$ cat config.mk
export PLATFORM = sky130hd
export DESIGN_NAME = sgp_port
export DESIGN_NICKNAME = d
export VERILOG_FILES = /design/src/logic/sgp_pkg.sv /design/src/logic/sgp_crc8.sv /design/src/logic/sgp_port.sv
export SDC_FILE = /design/constraint.sdc
export NUM_CORES = 1
export LEC_CHECK = 0
export ABC_AREA = 1
export BUFFER_PORTS_ARGS = -buffer_cell sky130_fd_sc_hd__buf_2
export CAP_MARGIN = 0
export CELL_PAD_IN_SITES_DETAIL_PLACEMENT = 1
export CELL_PAD_IN_SITES_GLOBAL_PLACEMENT = 2
export CORE_ASPECT_RATIO = 1.2
export CORE_MARGIN = 2
export CORE_UTILIZATION = 35
export CTS_BUF_LIST = sky130_fd_sc_hd__clkbuf_8
export DETAILED_ROUTE_END_ITERATION = 7
export PLACE_DENSITY = 0.88
export SLEW_MARGIN = 0
export SYNTH_ARGS = -nofsm -noshare
export SYNTH_HDL_FRONTEND = slang
export SYNTH_SLANG_ARGS = --single-unit
$ cat constraint.sdc
create_clock -name core_clk_i -period 7.05 [get_ports core_clk_i]
set_input_delay 1.7625 -clock core_clk_i [delete_from_list [all_inputs] [get_ports core_clk_i]]
set_output_delay 1.7625 -clock core_clk_i [all_outputs]
set_load 0.01 [all_outputs]
$ cat src/logic/sgp_pkg.sv
package sgp_pkg;
	localparam logic [6:0]  SLAVE_ADDR      = 7'h0b;
	localparam logic [7:0]  HOST_ADDR_BYTE  = 8'h10;
	localparam logic [7:0]  CHG_ADDR_BYTE   = 8'h12;
	localparam logic [7:0]  CMD_MFG         = 8'h00;
	localparam logic [7:0]  CMD_THRESH      = 8'h01;
	localparam logic [7:0]  CMD_BLOCK       = 8'h20;
	localparam logic [7:0]  CMD_ALARM_MSG   = 8'h16;
	localparam logic [7:0]  BLOCK_LEN       = 8'h02;
	localparam logic [15:0] SUB_DEV_TYPE    = 16'h0001;
	localparam logic [15:0] SUB_FW_REV      = 16'h0002;
	localparam logic [15:0] SUB_EDV_QUERY   = 16'h0003;
	localparam logic [15:0] SUB_SEAL        = 16'h062b;
	localparam logic [7:0]  CRC_POLY        = 8'h07;
	localparam logic [7:0]  CRC_INIT        = 8'h00;
	localparam int          CAP_MODE_BIT    = 15;
	localparam int          CHG_MODE_BIT    = 14;
	localparam int          ALARM_MODE_BIT  = 13;
	localparam int          RCA_FLAG_BIT    = 9;
	localparam logic [15:0] THRESH_RESET    = 16'h0000;
	localparam int          CLK_PERIOD_NS   = 10;
	localparam int          QTR_BIT_NS      = 2500;
	localparam int          QTR_BIT_CYC     = QTR_BIT_NS / CLK_PERIOD_NS;
	localparam longint      BUSOFF_NS       = 64'd2_000_000_000;
	localparam int          BUSOFF_CYC      = int'(BUSOFF_NS / CLK_PERIOD_NS);
endpackage

$ cat src/logic/sgp_crc8.sv
`timescale 1ns/100ps
`default_nettype none
module sgp_crc8
	import sgp_pkg::*;
(
	input  wire logic       core_clk_i,
	input  wire logic       rst_i,
	input  wire logic       clr_i,
	input  wire logic       en_i,
	input  wire logic [7:0] data_i,
	output logic      [7:0] crc_o
);
	logic [7:0] crc_reg;
	logic [7:0] crc_next;

	function automatic logic [7:0] crc_byte(input logic [7:0] c, input logic [7:0] d);
		logic [7:0] r;
		r = c ^ d;
		for (int i = 0; i < 8; i++) begin
			r = r[7] ? ({r[6:0], 1'b0} ^ CRC_POLY) : {r[6:0], 1'b0};
		end
		return r;
	endfunction

	always_comb begin
		crc_next = crc_reg;
		if (clr_i) begin
			crc_next = CRC_INIT;
		end else if (en_i) begin
			crc_next = crc_byte(crc_reg, data_i);
		end
	end

	always_ff @(posedge core_clk_i) begin
		if (rst_i) begin
			crc_reg <= CRC_INIT;
		end else begin
			crc_reg <= crc_next;
		end
	end

	assign crc_o = crc_reg;
endmodule
`default_nettype wire

$ cat src/logic/sgp_port.sv
`timescale 1ns/100ps
`default_nettype none
module sgp_port
	import sgp_pkg::*;
#(
	parameter int unsigned BUSOFF_CYCLES = BUSOFF_CYC,
	parameter int unsigned QTR_CYCLES    = QTR_BIT_CYC,
	parameter logic [15:0] DEVICE_TYPE   = 16'h5a5a, // arbitrary value
	parameter logic [15:0] FW_REVISION   = 16'h0100  // arbitrary value
) (
	input  wire logic        core_clk_i,
	input  wire logic        rst_i,
	input  wire logic        bus_clock_line_i,
	output logic             bus_clock_line_o,
	output logic             bus_clock_line_oe_o,
	input  wire logic        bus_data_line_i,
	output logic             bus_data_line_o,
	output logic             bus_data_line_oe_o,
	input  wire logic [15:0] remaining_charge_value_i,
	input  wire logic [15:0] battery_mode_word_i,
	input  wire logic [15:0] nv_threshold_i,
	input  wire logic [15:0] end_of_discharge_level_query_i,
	input  wire logic [15:0] alarm_status_i,
	input  wire logic        host_broadcast_check_enable_i,
	input  wire logic        charger_broadcast_check_enable_i,
	input  wire logic        bcast_tick_i,
	input  wire logic        chg_req_i,
	input  wire logic [7:0]  chg_cmd_i,
	input  wire logic [15:0] chg_data_i,
	output logic             chg_busy_o,
	output logic [15:0]      manufacturer_command_word_o,
	output logic [15:0]      low_capacity_threshold_o,
	output logic             capacity_mode_o,
	output logic             low_capacity_alarm_o,
	output logic             sealed_o,
	output logic             pec_error_o,
	output logic             bus_off_o
);
	typedef enum logic [2:0] {
		SL_IDLE  = 3'b000,
		SL_RX    = 3'b001,
		SL_ACK   = 3'b010,
		SL_TX    = 3'b011,
		SL_TXACK = 3'b100
	} sgp_sl_state_t;

	typedef enum logic [1:0] {
		M_IDLE  = 2'b00,
		M_START = 2'b01,
		M_BIT   = 2'b10,
		M_STOP  = 2'b11
	} sgp_m_state_t;

	// ----------------------------------------------------------------
	// line synchronisers and bus events
	// ----------------------------------------------------------------
	logic [1:0] scl_sync_reg;
	logic [1:0] sda_sync_reg;
	logic       scl_prev_reg;
	logic       sda_prev_reg;
	logic       scl;
	logic       sda;

	always_ff @(posedge core_clk_i) begin
		if (rst_i) begin
			scl_sync_reg <= 2'b11;
			sda_sync_reg <= 2'b11;
			scl_prev_reg <= 1'b1;
			sda_prev_reg <= 1'b1;
		end else begin
			scl_sync_reg <= {scl_sync_reg[0], bus_clock_line_i};
			sda_sync_reg <= {sda_sync_reg[0], bus_data_line_i};
			scl_prev_reg <= scl_sync_reg[1];
			sda_prev_reg <= sda_sync_reg[1];
		end
	end

	assign scl = scl_sync_reg[1];
	assign sda = sda_sync_reg[1];
	wire scl_rise = scl & ~scl_prev_reg;
	wire scl_fall = ~scl & scl_prev_reg;
	wire start_ev = scl & scl_prev_reg & sda_prev_reg & ~sda;
	wire stop_ev  = scl & scl_prev_reg & ~sda_prev_reg & sda;

	// ----------------------------------------------------------------
	// slave engine and registers
	// ----------------------------------------------------------------
	sgp_sl_state_t sl_state_reg, sl_state_next;
	logic [3:0]  bitcnt_reg, bitcnt_next;
	logic [7:0]  sh_reg, sh_next;
	logic [2:0]  bidx_reg, bidx_next;
	logic [1:0]  tidx_reg, tidx_next;
	logic        rd_reg, rd_next;
	logic        have_cmd_reg, have_cmd_next;
	logic        nack_reg, nack_next;
	logic        tpec_reg, tpec_next;
	logic        mack_reg, mack_next;
	logic        sda_oe_reg, sda_oe_next;
	logic        pend_reg, pend_next;
	logic        busy_reg, busy_next;
	logic        perr_reg, perr_next;
	logic        seal_reg, seal_next;
	logic        init_reg, init_next;
	logic [7:0]  cmd_reg, cmd_next;
	logic [15:0] wdat_reg, wdat_next;
	logic [15:0] mfg_reg, mfg_next;
	logic [15:0] thr_reg, thr_next;
	logic        s_crc_clr, s_crc_en;
	logic [7:0]  s_crc_data, s_crc;
	logic [15:0] rd_word;
	logic [7:0]  tx_byte;
	logic        tx_is_pec;
	logic        ack;

	sgp_crc8 u_s_crc (
		.core_clk_i (core_clk_i),
		.rst_i      (rst_i),
		.clr_i      (s_crc_clr),
		.en_i       (s_crc_en),
		.data_i     (s_crc_data),
		.crc_o      (s_crc)
	);

	always_comb begin
		rd_word = 16'h0000;
		case (cmd_reg)
			CMD_MFG, CMD_BLOCK: begin
				case (mfg_reg)
					SUB_DEV_TYPE:  rd_word = DEVICE_TYPE;
					SUB_FW_REV:    rd_word = FW_REVISION;
					SUB_EDV_QUERY: rd_word = end_of_discharge_level_query_i;
					default:       rd_word = mfg_reg;
				endcase
			end
			CMD_THRESH: rd_word = thr_reg;
			default:    rd_word = 16'h0000;
		endcase
		tx_is_pec = 1'b0;
		if (cmd_reg == CMD_BLOCK) begin
			case (tidx_reg)
				2'd0:    tx_byte = BLOCK_LEN;
				2'd1:    tx_byte = rd_word[7:0];
				2'd2:    tx_byte = rd_word[15:8];
				default: begin
					tx_byte   = s_crc;
					tx_is_pec = 1'b1;
				end
			endcase
		end else begin
			case (tidx_reg)
				2'd0:    tx_byte = rd_word[7:0];
				2'd1:    tx_byte = rd_word[15:8];
				default: begin
					tx_byte   = s_crc;
					tx_is_pec = 1'b1;
				end
			endcase
		end
	end

	always_comb begin
		sl_state_next = sl_state_reg;
		bitcnt_next   = bitcnt_reg;
		sh_next       = sh_reg;
		bidx_next     = bidx_reg;
		tidx_next     = tidx_reg;
		rd_next       = rd_reg;
		have_cmd_next = have_cmd_reg;
		nack_next     = nack_reg;
		tpec_next     = tpec_reg;
		mack_next     = mack_reg;
		sda_oe_next   = sda_oe_reg;
		pend_next     = pend_reg;
		busy_next     = busy_reg;
		perr_next     = perr_reg;
		seal_next     = seal_reg;
		init_next     = 1'b1;
		cmd_next      = cmd_reg;
		wdat_next     = wdat_reg;
		mfg_next      = mfg_reg;
		thr_next      = thr_reg;
		s_crc_clr     = 1'b0;
		s_crc_en      = 1'b0;
		s_crc_data    = sh_reg;
		ack           = 1'b0;
		if (!init_reg) begin
			thr_next = nv_threshold_i;
		end
		if (start_ev) begin
			if (!busy_reg) begin
				s_crc_clr     = 1'b1;
				have_cmd_next = 1'b0;
				perr_next     = 1'b0;
				pend_next     = 1'b0;
			end
			busy_next     = 1'b1;
			sl_state_next = SL_RX;
			bitcnt_next   = 4'd0;
			bidx_next     = 3'd0;
			sda_oe_next   = 1'b0;
		end else if (stop_ev) begin
			busy_next     = 1'b0;
			sl_state_next = SL_IDLE;
			sda_oe_next   = 1'b0;
			pend_next     = 1'b0;
			if (pend_reg) begin
				if (cmd_reg == CMD_MFG) begin
					mfg_next  = (wdat_reg == SUB_SEAL) ? 16'h0000 : wdat_reg;
					seal_next = seal_reg | (wdat_reg == SUB_SEAL);
				end else begin
					thr_next = wdat_reg;
				end
			end
		end else if (scl_rise) begin
			case (sl_state_reg)
				SL_RX: begin
					sh_next     = {sh_reg[6:0], sda};
					bitcnt_next = bitcnt_reg + 4'd1;
				end
				SL_TX:    bitcnt_next = bitcnt_reg + 4'd1;
				SL_TXACK: mack_next = ~sda;
				default: ;
			endcase
		end else if (scl_fall) begin
			case (sl_state_reg)
				SL_RX: begin
					if (bitcnt_reg == 4'd8) begin
						s_crc_en = 1'b1;
						case (bidx_reg)
							3'd0: begin
								rd_next = sh_reg[0];
								ack = (sh_reg[7:1] == SLAVE_ADDR) && (!sh_reg[0] || have_cmd_reg);
							end
							3'd1: begin
								cmd_next      = sh_reg;
								have_cmd_next = 1'b1;
								ack = 1'b1;
							end
							3'd2: begin
								wdat_next[7:0] = sh_reg;
								ack = 1'b1;
							end
							3'd3: begin
								wdat_next[15:8] = sh_reg;
								ack = (cmd_reg == CMD_MFG) || (cmd_reg == CMD_THRESH);
								pend_next = ack;
							end
							3'd4: begin
								s_crc_en  = 1'b0;
								ack       = pend_reg && (sh_reg == s_crc);
								pend_next = 1'b0;
								perr_next = pend_reg && (sh_reg != s_crc);
								if (ack && cmd_reg == CMD_MFG) begin
									mfg_next  = (wdat_reg == SUB_SEAL) ? 16'h0000 : wdat_reg;
									seal_next = seal_reg | (wdat_reg == SUB_SEAL);
								end else if (ack) begin
									thr_next = wdat_reg;
								end
							end
							default: ack = 1'b0;
						endcase
						nack_next     = ~ack;
						sda_oe_next   = ack;
						bidx_next     = bidx_reg + 3'd1;
						tidx_next     = 2'd0;
						sl_state_next = SL_ACK;
					end
				end
				SL_ACK, SL_TXACK: begin
					sda_oe_next = 1'b0;
					if ((sl_state_reg == SL_ACK && nack_reg) || (sl_state_reg == SL_TXACK && (!mack_reg || tpec_reg))) begin
						sl_state_next = SL_IDLE;
					end else if (rd_reg) begin
						sh_next       = tx_byte;
						sda_oe_next   = ~tx_byte[7];
						s_crc_en      = ~tx_is_pec;
						s_crc_data    = tx_byte;
						tpec_next     = tx_is_pec;
						tidx_next     = tidx_reg + 2'd1;
						bitcnt_next   = 4'd0;
						sl_state_next = SL_TX;
					end else begin
						bitcnt_next   = 4'd0;
						sl_state_next = SL_RX;
					end
				end
				SL_TX: begin
					if (bitcnt_reg == 4'd8) begin
						sda_oe_next   = 1'b0;
						sl_state_next = SL_TXACK;
					end else begin
						sh_next     = {sh_reg[6:0], 1'b0};
						sda_oe_next = ~sh_reg[6];
					end
				end
				default: ;
			endcase
		end
	end

	always_ff @(posedge core_clk_i) begin
		if (rst_i) begin
			sl_state_reg <= SL_IDLE;
			bitcnt_reg   <= 4'd0;
			sh_reg       <= 8'h00;
			bidx_reg     <= 3'd0;
			tidx_reg     <= 2'd0;
			rd_reg       <= 1'b0;
			have_cmd_reg <= 1'b0;
			nack_reg     <= 1'b0;
			tpec_reg     <= 1'b0;
			mack_reg     <= 1'b0;
			sda_oe_reg   <= 1'b0;
			pend_reg     <= 1'b0;
			busy_reg     <= 1'b0;
			perr_reg     <= 1'b0;
			seal_reg     <= 1'b0;
			init_reg     <= 1'b0;
			cmd_reg      <= 8'h00;
			wdat_reg     <= 16'h0000;
			mfg_reg      <= 16'h0000;
			thr_reg      <= THRESH_RESET;
		end else begin
			sl_state_reg <= sl_state_next;
			bitcnt_reg   <= bitcnt_next;
			sh_reg       <= sh_next;
			bidx_reg     <= bidx_next;
			tidx_reg     <= tidx_next;
			rd_reg       <= rd_next;
			have_cmd_reg <= have_cmd_next;
			nack_reg     <= nack_next;
			tpec_reg     <= tpec_next;
			mack_reg     <= mack_next;
			sda_oe_reg   <= sda_oe_next;
			pend_reg     <= pend_next;
			busy_reg     <= busy_next;
			perr_reg     <= perr_next;
			seal_reg     <= seal_next;
			init_reg     <= init_next;
			cmd_reg      <= cmd_next;
			wdat_reg     <= wdat_next;
			mfg_reg      <= mfg_next;
			thr_reg      <= thr_next;
		end
	end

	// ----------------------------------------------------------------
	// bus off / on detection
	// ----------------------------------------------------------------
	logic [31:0] off_cnt_reg;
	logic        off_reg;

	always_ff @(posedge core_clk_i) begin
		if (rst_i) begin
			off_cnt_reg <= 32'h0000_0000;
			off_reg     <= 1'b0;
		end else if (!scl && !sda) begin
			if (off_cnt_reg < BUSOFF_CYCLES) begin
				off_cnt_reg <= off_cnt_reg + 32'h0000_0001;
			end else begin
				off_reg <= 1'b1;
			end
		end else begin
			off_cnt_reg <= 32'h0000_0000;
			if (scl && sda) begin
				off_reg <= 1'b0;
			end
		end
	end

	// ----------------------------------------------------------------
	// master broadcasts
	// ----------------------------------------------------------------
	sgp_m_state_t m_state_reg, m_state_next;
	logic [31:0] qcnt_reg, qcnt_next;
	logic [1:0]  ph_reg, ph_next;
	logic [3:0]  mbit_reg, mbit_next;
	logic [2:0]  midx_reg, midx_next;
	logic [7:0]  msh_reg, msh_next;
	logic [7:0]  mdest_reg, mdest_next, mcmd_reg, mcmd_next;
	logic [15:0] mdat_reg, mdat_next;
	logic        mpec_reg, mpec_next, msrc_reg, msrc_next, mack_ok_reg, mack_ok_next;
	logic        mscl_reg, mscl_next, msda_reg, msda_next;
	logic        apend_reg, apend_next, cpend_reg, cpend_next;
	logic [7:0]  ccmd_reg, ccmd_next;
	logic [15:0] cdat_reg, cdat_next;
	logic        m_crc_clr, m_crc_en;
	logic [7:0]  m_crc, mbyte;
	logic        qtick, alarm_act;

	sgp_crc8 u_m_crc (
		.core_clk_i (core_clk_i),
		.rst_i      (rst_i),
		.clr_i      (m_crc_clr),
		.en_i       (m_crc_en),
		.data_i     (mbyte),
		.crc_o      (m_crc)
	);

	assign qtick     = (qcnt_reg == QTR_CYCLES - 1);
	assign alarm_act = (thr_reg != 16'h0000) && (remaining_charge_value_i < thr_reg);

	always_comb begin
		case (midx_next)
			3'd0:    mbyte = mdest_next;
			3'd1:    mbyte = mcmd_next;
			3'd2:    mbyte = mdat_next[7:0];
			3'd3:    mbyte = mdat_next[15:8];
			default: mbyte = m_crc;
		endcase
	end

	always_comb begin
		m_state_next = m_state_reg;
		qcnt_next    = qtick ? 32'h0000_0000 : qcnt_reg + 32'h0000_0001;
		ph_next      = ph_reg;
		mbit_next    = mbit_reg;
		midx_next    = midx_reg;
		msh_next     = msh_reg;
		mdest_next   = mdest_reg;
		mcmd_next    = mcmd_reg;
		mdat_next    = mdat_reg;
		mpec_next    = mpec_reg;
		msrc_next    = msrc_reg;
		mack_ok_next = mack_ok_reg;
		mscl_next    = mscl_reg;
		msda_next    = msda_reg;
		ccmd_next    = ccmd_reg;
		cdat_next    = cdat_reg;
		m_crc_clr    = 1'b0;
		m_crc_en     = 1'b0;
		apend_next   = apend_reg;
		cpend_next   = cpend_reg;
		if (chg_req_i && !cpend_reg && !battery_mode_word_i[CHG_MODE_BIT]) begin
			cpend_next = 1'b1;
			ccmd_next  = chg_cmd_i;
			cdat_next  = chg_data_i;
		end
		if (qtick) begin
			ph_next = ph_reg + 2'd1;
			case (m_state_reg)
				M_IDLE: begin
					ph_next = 2'd0;
					if ((apend_reg || cpend_reg) && !busy_reg && !off_reg) begin
						msrc_next    = ~apend_reg;
						mdest_next   = apend_reg ? HOST_ADDR_BYTE : CHG_ADDR_BYTE;
						mcmd_next    = apend_reg ? CMD_ALARM_MSG : ccmd_reg;
						mdat_next    = apend_reg ? (alarm_status_i | (16'h0001 << RCA_FLAG_BIT)) : cdat_reg;
						mpec_next    = apend_reg ? host_broadcast_check_enable_i
						                         : charger_broadcast_check_enable_i;
						m_crc_clr    = 1'b1;
						m_state_next = M_START;
					end
				end
				M_START: begin
					if (ph_reg == 2'd0) begin
						msda_next = 1'b1;
					end else if (ph_reg == 2'd1) begin
						mscl_next    = 1'b1;
						midx_next    = 3'd0;
						mbit_next    = 4'd0;
						msh_next     = mbyte;
						m_crc_en     = 1'b1;
						ph_next      = 2'd0;
						m_state_next = M_BIT;
					end
				end
				M_BIT: begin
					case (ph_reg)
						2'd0: msda_next = (mbit_reg == 4'd8) ? 1'b0 : ~msh_reg[7];
						2'd1: mscl_next = 1'b0;
						2'd2: mack_ok_next = ~sda;
						default: begin
							mscl_next = 1'b1;
							mbit_next = mbit_reg + 4'd1;
							msh_next  = {msh_reg[6:0], 1'b0};
							if (mbit_reg == 4'd8) begin
								if (!mack_ok_reg || midx_reg == (mpec_reg ? 3'd4 : 3'd3)) begin
									m_state_next = M_STOP;
								end else begin
									midx_next = midx_reg + 3'd1;
									mbit_next = 4'd0;
									msh_next  = mbyte;
									m_crc_en  = (midx_next != 3'd4);
								end
							end
						end
					endcase
				end
				M_STOP: begin
					case (ph_reg)
						2'd0: msda_next = 1'b1;
						2'd1: mscl_next = 1'b0;
						2'd2: msda_next = 1'b0;
						default: begin
							m_state_next = M_IDLE;
							if (msrc_reg) begin
								cpend_next = 1'b0;
							end else begin
								apend_next = 1'b0;
							end
						end
					endcase
				end
				default: m_state_next = M_IDLE;
			endcase
		end
		// a tick in the clearing cycle wins
		apend_next = apend_next | (bcast_tick_i & alarm_act & ~battery_mode_word_i[ALARM_MODE_BIT]);
	end

	always_ff @(posedge core_clk_i) begin
		if (rst_i) begin
			m_state_reg <= M_IDLE;
			qcnt_reg    <= 32'h0000_0000;
			ph_reg      <= 2'd0;
			mbit_reg    <= 4'd0;
			midx_reg    <= 3'd0;
			msh_reg     <= 8'h00;
			mdest_reg   <= 8'h00;
			mcmd_reg    <= 8'h00;
			mdat_reg    <= 16'h0000;
			mpec_reg    <= 1'b0;
			msrc_reg    <= 1'b0;
			mack_ok_reg <= 1'b0;
			mscl_reg    <= 1'b0;
			msda_reg    <= 1'b0;
			apend_reg   <= 1'b0;
			cpend_reg   <= 1'b0;
			ccmd_reg    <= 8'h00;
			cdat_reg    <= 16'h0000;
		end else begin
			m_state_reg <= m_state_next;
			qcnt_reg    <= qcnt_next;
			ph_reg      <= ph_next;
			mbit_reg    <= mbit_next;
			midx_reg    <= midx_next;
			msh_reg     <= msh_next;
			mdest_reg   <= mdest_next;
			mcmd_reg    <= mcmd_next;
			mdat_reg    <= mdat_next;
			mpec_reg    <= mpec_next;
			msrc_reg    <= msrc_next;
			mack_ok_reg <= mack_ok_next;
			mscl_reg    <= mscl_next;
			msda_reg    <= msda_next;
			apend_reg   <= apend_next;
			cpend_reg   <= cpend_next;
			ccmd_reg    <= ccmd_next;
			cdat_reg    <= cdat_next;
		end
	end

	assign bus_clock_line_o            = 1'b0;
	assign bus_data_line_o             = 1'b0;
	assign bus_clock_line_oe_o         = mscl_reg;
	assign bus_data_line_oe_o          = msda_reg | sda_oe_reg;
	assign chg_busy_o                  = cpend_reg;
	assign manufacturer_command_word_o = mfg_reg;
	assign low_capacity_threshold_o    = thr_reg;
	assign capacity_mode_o             = battery_mode_word_i[CAP_MODE_BIT];
	assign low_capacity_alarm_o        = alarm_act;
	assign sealed_o                    = seal_reg;
	assign pec_error_o                 = perr_reg;
	assign bus_off_o                   = off_reg;
endmodule
`default_nettype wire

* Yosys cells after proc, flatten, opt, wreduce, memory -nomap -nowiden
Cells that the tools add are included.
** Storage, ports and cells
- Register bits after elaboration :: 256
- Bits of input ports :: 112
- Output and inout port bits :: 42
- Logic and storage cells :: 474
** Cells by class
- $add $sub $neg :: 8
- Order comparisons :: 2
- Equal/unequal tests :: 62
- Mux-type cells :: 210
- Bitwise gates (word level) :: 46
- Reduce and logical (&&, ||, !) cells :: 98
** Operators by type and width (number)
- $mux 16 :: 26
- $mux 8 :: 24
- $mux 1 :: 88
- $mux 3 :: 25
- $add 32x1->32 const B :: 2
- $reduce_and 7->1 :: 7
- $not 3->3 :: 16
- $pmux 16 s3 :: 1
- $pmux 8 s2 :: 3
- $mux 4 :: 10
- $ne 2x2->1 const B :: 20
- $eq 16x2->1 const B :: 2
- $eq 32x8->1 const B :: 1
- $lt 32x28->1 const B :: 1
- $pmux 16 s2 :: 1
- $pmux 8 s4 :: 1
- $reduce_bool 2->1 :: 16
- $mux 2 :: 15
- $reduce_and 5->1 :: 6
- $pmux 8 s3 :: 1
- $reduce_and 6->1 :: 4
- $reduce_or 2->1 :: 11
- $eq 3x2->1 const B :: 6
- $reduce_bool 3->1 :: 6
- 48 further kinds :: 133

* Logic depth before layout (Yosys ltp)
Gate-level depths: netlist (run 1).
- Word-level depth :: 29
- Gate-level depth with buffers :: 28

* Modules after synthesis
From an unflattened synthesis (run 1), not the netlist that was laid out.
** Second synthesis, totals
- Cells, all modules :: 2330
- Area, all modules :: 15020.7 µm²
** By module, submodules not included
- sgp_port :: instances 1, cells an instance 2072, area each 13621.8 µm², sequential area each 4804.6 µm²
- sgp_crc8 :: instances 2, cells an instance 129, area each 699.4 µm², sequential area each 160.2 µm²

* Worst setup path before layout (run 1)
Ideal clock, no wire load.
- Path kind :: input to output
- From :: input remaining_charge_value_i[1]
- To :: output low_capacity_alarm_o
- Arrival time :: 2.949 ns
- Data required time :: 5.287 ns
- Slack :: 2.338 ns
- Cell stages on the path :: 9
- Buffers on the path :: 0
- Cells stage by stage :: ha_1 o21ai_0 nand2_1 a21o_1 a21oi_1 o221ai_1 nand4_1 a21oi_1 nor3_1
** Between the ends
- Longest elaborated chain between the ends :: 2
** Ends and longest elaborated chain
- start: declaration :: RTL line sgp_port.sv:19 : input wire logic [15:0] remaining_charge_value_i,
- $lt 16x16->1 :: RTL line sgp_port.sv:401 : assign alarm_act = (thr_reg != 16'h0000) && (remaining_charge_value_i < thr_reg);
- $logic_and 1x1->1 :: RTL line sgp_port.sv:401
- end: declaration :: RTL line sgp_port.sv:34 : output logic low_capacity_alarm_o,
No other way between the ends.

* Final worst setup path (run 1)
Ends and elaborated chain as after synthesis.

==> results of run 1 <==
## power breakdown
group | total [mW] | internal (mW) | switching [mW]
sequential | 1.49 | 1.47 | 0.0206
combinational | 0.190 | 0.0701 | 0.120
clock | 1.47 | 0.793 | 0.673
total | 3.15 | 2.33 | 0.814
## layer usage
| layer | GRT usage (%) | vias to the layer above |
|---|---|---|
| li1 | - | 7496 |
| met1 | 24.22 | 6946 |
| met2 | 40.12 | 277 |
| met3 | 2.883 | 100 |
| met4 | 9.477 | 0 |
| met5 | 0 | - |
## critical path: stages
cell and delay [ns]:
buf_2 0.10, ha_1 0.27, o21ai_0 0.07, nand2_1 0.07
a21o_1 0.15, a21oi_1 0.13, o221ai_1 0.14, nand4_1 0.11
a21oi_1 0.07, nor3_1 0.30, buf_2 0.21
## layout make-up
cell class                      count  area share (%)
Timing Repair Buffer              140           4.305
Clock inverter                     24          0.8580
Sequential cell                   256           30.83
Multi-Input combinational cell   1524           46.94
Inverter                          359           8.113
Antenna cell                        1         0.01505
Tap cell                          539           4.057
Clock buffer                       59           4.884
## cell usage in the layout, fill, tap and decap left out, types with 7 or more instances in the layout
cell,instances
nand2_1,469
inv_1,348
dfxtp_1,256
a21oi_1,207
nor2_1,194
o21ai_0,154
nand3_1,134
buf_2,134
clkbuf_8,59
nand4_1,52
ha_1,47
nor3_1,44
o211ai_1,35
o21ai_1,21
a211oi_1,17
nor4_1,15
inv_2,14
nand2_2,14
clkinv_2,14
or2_2,10
nor2_2,10
o2111ai_1,9
o21a_1,9
nor3_2,7
## kinds of logic after synthesis
group	after synthesis
fa+ha+maj	47
buf+inv	428
other cells	1
flops	256
xor+xnor	5
simple gates	979
compound gates	491
## metrics by stage
| stage | util, % | area (um2) | worst slack, ns | power [mW] | std cells |
|---|---|---|---|---|---|
| 6_report | 40.60 | 16620 | 1.905 | 3.146 | 2902 |
| 5_1_grt | 40.60 | 16620 | 1.682 | 3.287 | 2902 |
| 4_1_cts | 40.60 | 16620 | 1.854 | 3.199 | 2901 |
| 3_5_place_dp | 38.27 | 15670 | 1.813 | 1.714 | 2818 |
| 3_3_place_gp | 38.27 | 15670 | 1.898 | 1.707 | 2818 |
| 2_1_floorplan | - | 14580 | 2.338 | 1.630 | 2208 |
## worst paths after layout
path | from | end | depth (start not counted)
min | sda_sync_reg[0] | sda_sync_reg[1] | 1
max | remaining_charge_value_i[1] | low_capacity_alarm_o | 11
min reg2reg | sda_sync_reg[0] | sda_sync_reg[1] | 1
max reg2reg | cmd_reg[1] | u_s_crc.crc_o[2] | 20
==> results.json, run 1 <==
{
  "status": "finished, final reports clean",
  "dr_wl_met3_um": 1690,
  "routed-wl-met2_um": 23600,
  "grtUsageTotal_pct": 21.48,
  "highest-signal-layer": "met4",
  "clock-sinks": 256,
  "max-vdd-ir-drop_uv": 114.7,
  "wl_per_cell_um": 16.16,
  "cts_setup_buffers": 0,
  "hold_viol": 0,
  "synth.avg_cell_area_um2": 6.605,
  "yosysMostFrequentCell": "nand2_1",
  "die_h_um": 227.6,
  "yosysSeqAreaShare_pct": 35.16,
  "maxCapViolations": 0,
  "drt_iter0_markers": 539,
  "critPathMaxFanout": 2,
  "power_density_mw_per_mm2": 189.2,
  "min_period_ns": 5.145,
  "finalNetCount": 2486,
  "area_growth_pct": 14.05,
  "regArea_mm2": 0.005125,
  "vias_per_cell": 5.106,
  "fin_hold_ws_ns": 0.3911,
  "async_flop_share_pct": 0,
  "root_buffer": "clkbuf_8",
  "gp_congestion": 0.9035,
  "end_kind": "output pin",
  "cts_tree": "built",
  "boundaryPins": 154,
  "netlist_instances": 2207,
  "synth-simple-area-share_pct": 30.21,
  "hp-class": "register to register",
  "synth_largest_area_cell": "dfxtp_1",
  "die-area_mm2": 0.04330,
  "std_cell_rows": 81,
  "synth-xor-area-share_pct": 0.3004,
  "worstPathArrival_ns": 3.38,
  "cts_buffers": 46,
  "num-fill-cells": 5429,
  "rsz0062_at_grt": "false",
  "syn-cell-area_mm2": 0.01458,
  "required_ns": 5.29,
  "post_cts_resized": 0,
  "grt_max_degree": 74,
  "synth_top_family_by_area": "simple AND/OR/NAND/NOR gates",
  "p_leak_nw": 7.182,
  "drc_errors": 0,
  "clock_skew_ns": 0.03239,
  "clock_path_buffers": 3,
  "met1_length_um": 19730,
  "maxClockFrequency_mhz": 194.4,
  "synth-compound-area-share_pct": 18.94,
  "antenna_found_initial": 1,
  "start_util_pct": 35.60,
  "ctsHoldBuffers": 0,
  "multiInputGateArea_mm2": 0.007804,
  "synth_edf_count": 0,
  "cts.reportedPaths.clkPinSlew_ns": 0.07,
  "synthTopCellsByArea": "dfxtp_1, nand2_1, inv_1",
  "synth_ff_type": "dfxtp_1",
  "post-route-period-util_pct": 72.97,
  "synth_top_cell_area_share_pct": 35.16,
  "insertion_delay_ns": 0.60,
  "synth.distinct_cells": 58,
  "layout-drive-gt1-share_pct": 12.45,
  "tns_ns": 0,
  "finalSetupViolCount": 0,
  "startpoint_type": "input port",
  "grt_pass1_vias": 15177,
  "rrSetupSlack_ns": 3.18,
  "core_area_mm2": 0.04094,
  "critPathKind": "input port to output pin",
  "worstMarginPinSlew_ns": 1.145,
  "die_w_um": 190.3,
  "cts_max_level": 2,
  "synth_mux_area_share_pct": 0,
  "routed_wl_um": 46910,
  "io_buffers": 135,
  "grt_first_pass_wirelength_um": 75620,
  "dp_hpwl_um": 36250,
  "synth_common_cells": "nand2_1, inv_1, dfxtp_1",
  "ys_ff_latch": 256,
  "synth_adder_area_share_pct": 4.034,
  "drtPass1Iterations": 5,
  "vias": 14819,
  "yosysWarnings": 0,
  "antenna_left": 0,
  "grt_overflow_total": 0,
  "slew_headroom_pct": 23.39,
  "slew_violations": 0
}
No activity file was read; power rests on OpenSTA's default activity.
==> run 2: changes to the inputs <==
--- a/config.mk
+++ b/config.mk
@@ -12,10 +12,10 @@
 export CELL_PAD_IN_SITES_GLOBAL_PLACEMENT = 2
 export CORE_ASPECT_RATIO = 1.2
 export CORE_MARGIN = 2
-export CORE_UTILIZATION = 35
+export CORE_UTILIZATION = 30
 export CTS_BUF_LIST = sky130_fd_sc_hd__clkbuf_8
 export DETAILED_ROUTE_END_ITERATION = 7
-export PLACE_DENSITY = 0.88
+export PLACE_DENSITY = 0.8
 export SLEW_MARGIN = 0
 export SYNTH_ARGS = -nofsm -noshare
 export SYNTH_HDL_FRONTEND = slang
==> constraint.sdc (replaced) <==
create_clock -name core_clk_i -period 4.2 [get_ports core_clk_i]
set_input_delay 1.05 -clock core_clk_i [delete_from_list [all_inputs] [get_ports core_clk_i]]
set_output_delay 1.05 -clock core_clk_i [all_outputs]
set_load 0.01 [all_outputs]
==> run 2 against run 1 <==
Compared with the run above:
- largest power group unchanged
- final cell count rose by 3.2%
- first-iteration DRC count shrank 9.6%
- critical endpoint unchanged
- global-route usage down 2.2 points
- combinational power rose by 76%
- sequential cell count stayed put
- largest cell class unchanged
- critical path type is now register to output pin
- via count rose by 0.13%
- highest routed layer unchanged
- clock power grew 60%
==> results.json, run 2 (synthesis gave the netlist of run 1 again) <==
{
  "status": "finished, final reports clean",
  "endpoint": "low_capacity_alarm_o",
  "cts_buffers": 48,
  "finalNetCount": 2499,
  "p_sw_share_pct": 26.14,
  "area_growth_pct": 14.84,
  "finalSetupViolCount": 0,
  "die-area_mm2": 0.05037,
  "grtUsageTotal_pct": 19.32,
  "drtPass1Iterations": 4,
  "share_comb_of_total_power_pct": 6.4,
  "die_h_um": 245.5,
  "antenna_left": 0,
  "p_leak_nw": 7.206,
  "intPower_mw": 3.828,
  "critPathMaxFanout": 3,
  "layout_commonest_cell": "nand2_1",
  "core_area_mm2": 0.04801,
  "drt_iter0_markers": 487,
  "grt_use_met3_pct": 2.491,
  "clock_skew_ns": 0.03762,
  "timing.rr.start": "cmd_reg[1]",
  "fin_ws_ns": 0.4544,
  "power_density_mw_per_mm2": 309.6,
  "num-fill-cells": 6284,
  "end_kind": "output pin",
  "top_usage_layer": "met2",
  "critPathKind": "register to output pin",
  "clkPwrFrac_pct": 45.3,
  "min_period_ns": 3.746,
  "insertion_delay_ns": 0.64,
  "layout-drive-gt1-share_pct": 12.18,
  "most-common-layout-cells": "nand2_1, inv_1, dfxtp_1",
  "grt_pass1_vias": 15497,
  "seqPwrFrac_pct": 48.3,
  "grt_first_pass_wirelength_um": 78580,
  "startpoint_type": "register",
  "rsz0062_at_grt": "false",
  "max-vdd-ir-drop_uv": 201.4,
  "hp-class": "register to register",
  "io_buffers": 135,
  "clock_path_buffers": 3,
  "die_w_um": 205.2,
  "std_cell_rows": 88,
  "cts.reportedPaths.clkPinSlew_ns": 0.06,
  "post_cts_resized": 0,
  "slew_headroom_pct": 19.78,
  "tns_ns": 0,
  "maxClockFrequency_mhz": 267.0,
  "rrSetupSlack_ns": 0.79,
  "start_util_pct": 30.36,
  "grt_overflow_total": 0,
  "antenna_found_initial": 1,
  "met2_usage_pct": 36.71,
  "power.switching_mw": 1.355,
  "clock-sinks": 256,
  "ctsHoldBuffers": 0,
  "power_mw": 5.183,
  "wl_per_cell_um": 16.17,
  "worstMarginPinSlew_ns": 1.199,
  "pre_cts_ws_ns": 0.5074,
  "post-route-period-util_pct": 89.18,
  "cts_tree": "built",
  "routed_wl_um": 48440,
  "root_buffer": "clkbuf_8",
  "gp_congestion": 0.9163,
  "worstPathArrival_ns": 2.70,
  "hold_viol": 0,
  "multiInputGateArea_mm2": 0.007804,
  "regArea_mm2": 0.005125,
  "critPathLaunch": "low_capacity_threshold_o[1]",
  "vias": 14838,
  "reg2regPathDepth": 22,
  "cts_setup_buffers": 0,
  "drc_errors": 0,
  "slew_violations": 0,
  "grt_max_degree": 74,
  "required_ns": 3.15,
  "maxCapViolations": 0,
  "cts_max_level": 2,
  "vias_per_cell": 4.953,
  "r2r_end": "u_s_crc.crc_o[2]",
  "dp_hpwl_um": 37690,
  "boundaryPins": 154,
  "met1_usage_pct": 21.70
}
## run 2: changes by cell type in the layout (fill, tap and decap cells not counted)
cell / delta
inv_1: +9
clkbuf_8: -4
clkinv_2: -13
inv_8: +2
inv_6: -2
buf_4: +11
## run 2: layout make-up
cell class / count / area share (%)
repair buffers: 151 / 4.769
well taps: 630 / 4.709
inverters: 359 / 8.057
flip-flops and latches: 256 / 30.62
clock buffers: 55 / 4.522
diodes: 1 / 0.01495
clock inverters: 20 / 0.6951
multi-input cells: 1524 / 46.62
## run 2: routing by layer
layer	vias to the layer above	wire length, um
li1	7506	-
met1	6997	20480
met2	261	24900
met3	74	1808
met4	0	1253
met5	-	0
## run 2: power by group through the flow
| stage | Sequential (mW) | Combinational, mW | Clock [mW] |
|---|---|---|---|
| after detailed placement | 2.56 | 0.339 | 0 |
| final | 2.50 | 0.334 | 2.35 |
| after global placement | 2.55 | 0.329 | 0 |
| after CTS | 2.50 | 0.341 | 2.45 |
| after global routing | 2.51 | 0.380 | 2.55 |
| after floorplan | 2.54 | 0.193 | 0 |
## run 2: worst min path at each step
stage / startpoint / endpoint / cells past startpoint
5_1_grt: sda_sync_reg[0] / sda_sync_reg[1] / 1
6_report: sda_sync_reg[0] / sda_sync_reg[1] / 1
3_3_place_gp: scl_sync_reg[0] / scl_sync_reg[1] / 1
3_5_place_dp: sda_sync_reg[0] / sda_sync_reg[1] / 1
2_1_floorplan: scl_sync_reg[0] / scl_sync_reg[1] / 1
4_1_cts: sda_sync_reg[0] / sda_sync_reg[1] / 1
## run 2: stage by stage
| stage | area, um2 | cells | hold slack (ns) | utilization (%) |
|---|---|---|---|---|
| 2_1_floorplan | 14580 | 2208 | 0.3895 | - |
| 3_3_place_gp | 15860 | 2920 | 0.3950 | 33.05 |
| 3_5_place_dp | 15860 | 2920 | 0.4043 | 33.05 |
| 4_1_cts | 16740 | 2995 | 0.4161 | 34.87 |
| 5_1_grt | 16740 | 2996 | 0.4317 | 34.87 |
| 6_report | 16740 | 2996 | 0.4061 | 34.87 |
## run 2: critical path: stages, from the launching register on
cell and delay (ns):
dfxtp_1 0.40, inv_1 0.11, ha_1 0.27, o21ai_0 0.07, nand2_1 0.07, a21o_1 0.15, a21oi_1 0.17, o221ai_1 0.14
nand4_1 0.10, a21oi_1 0.07, nor3_1 0.28, buf_2 0.20
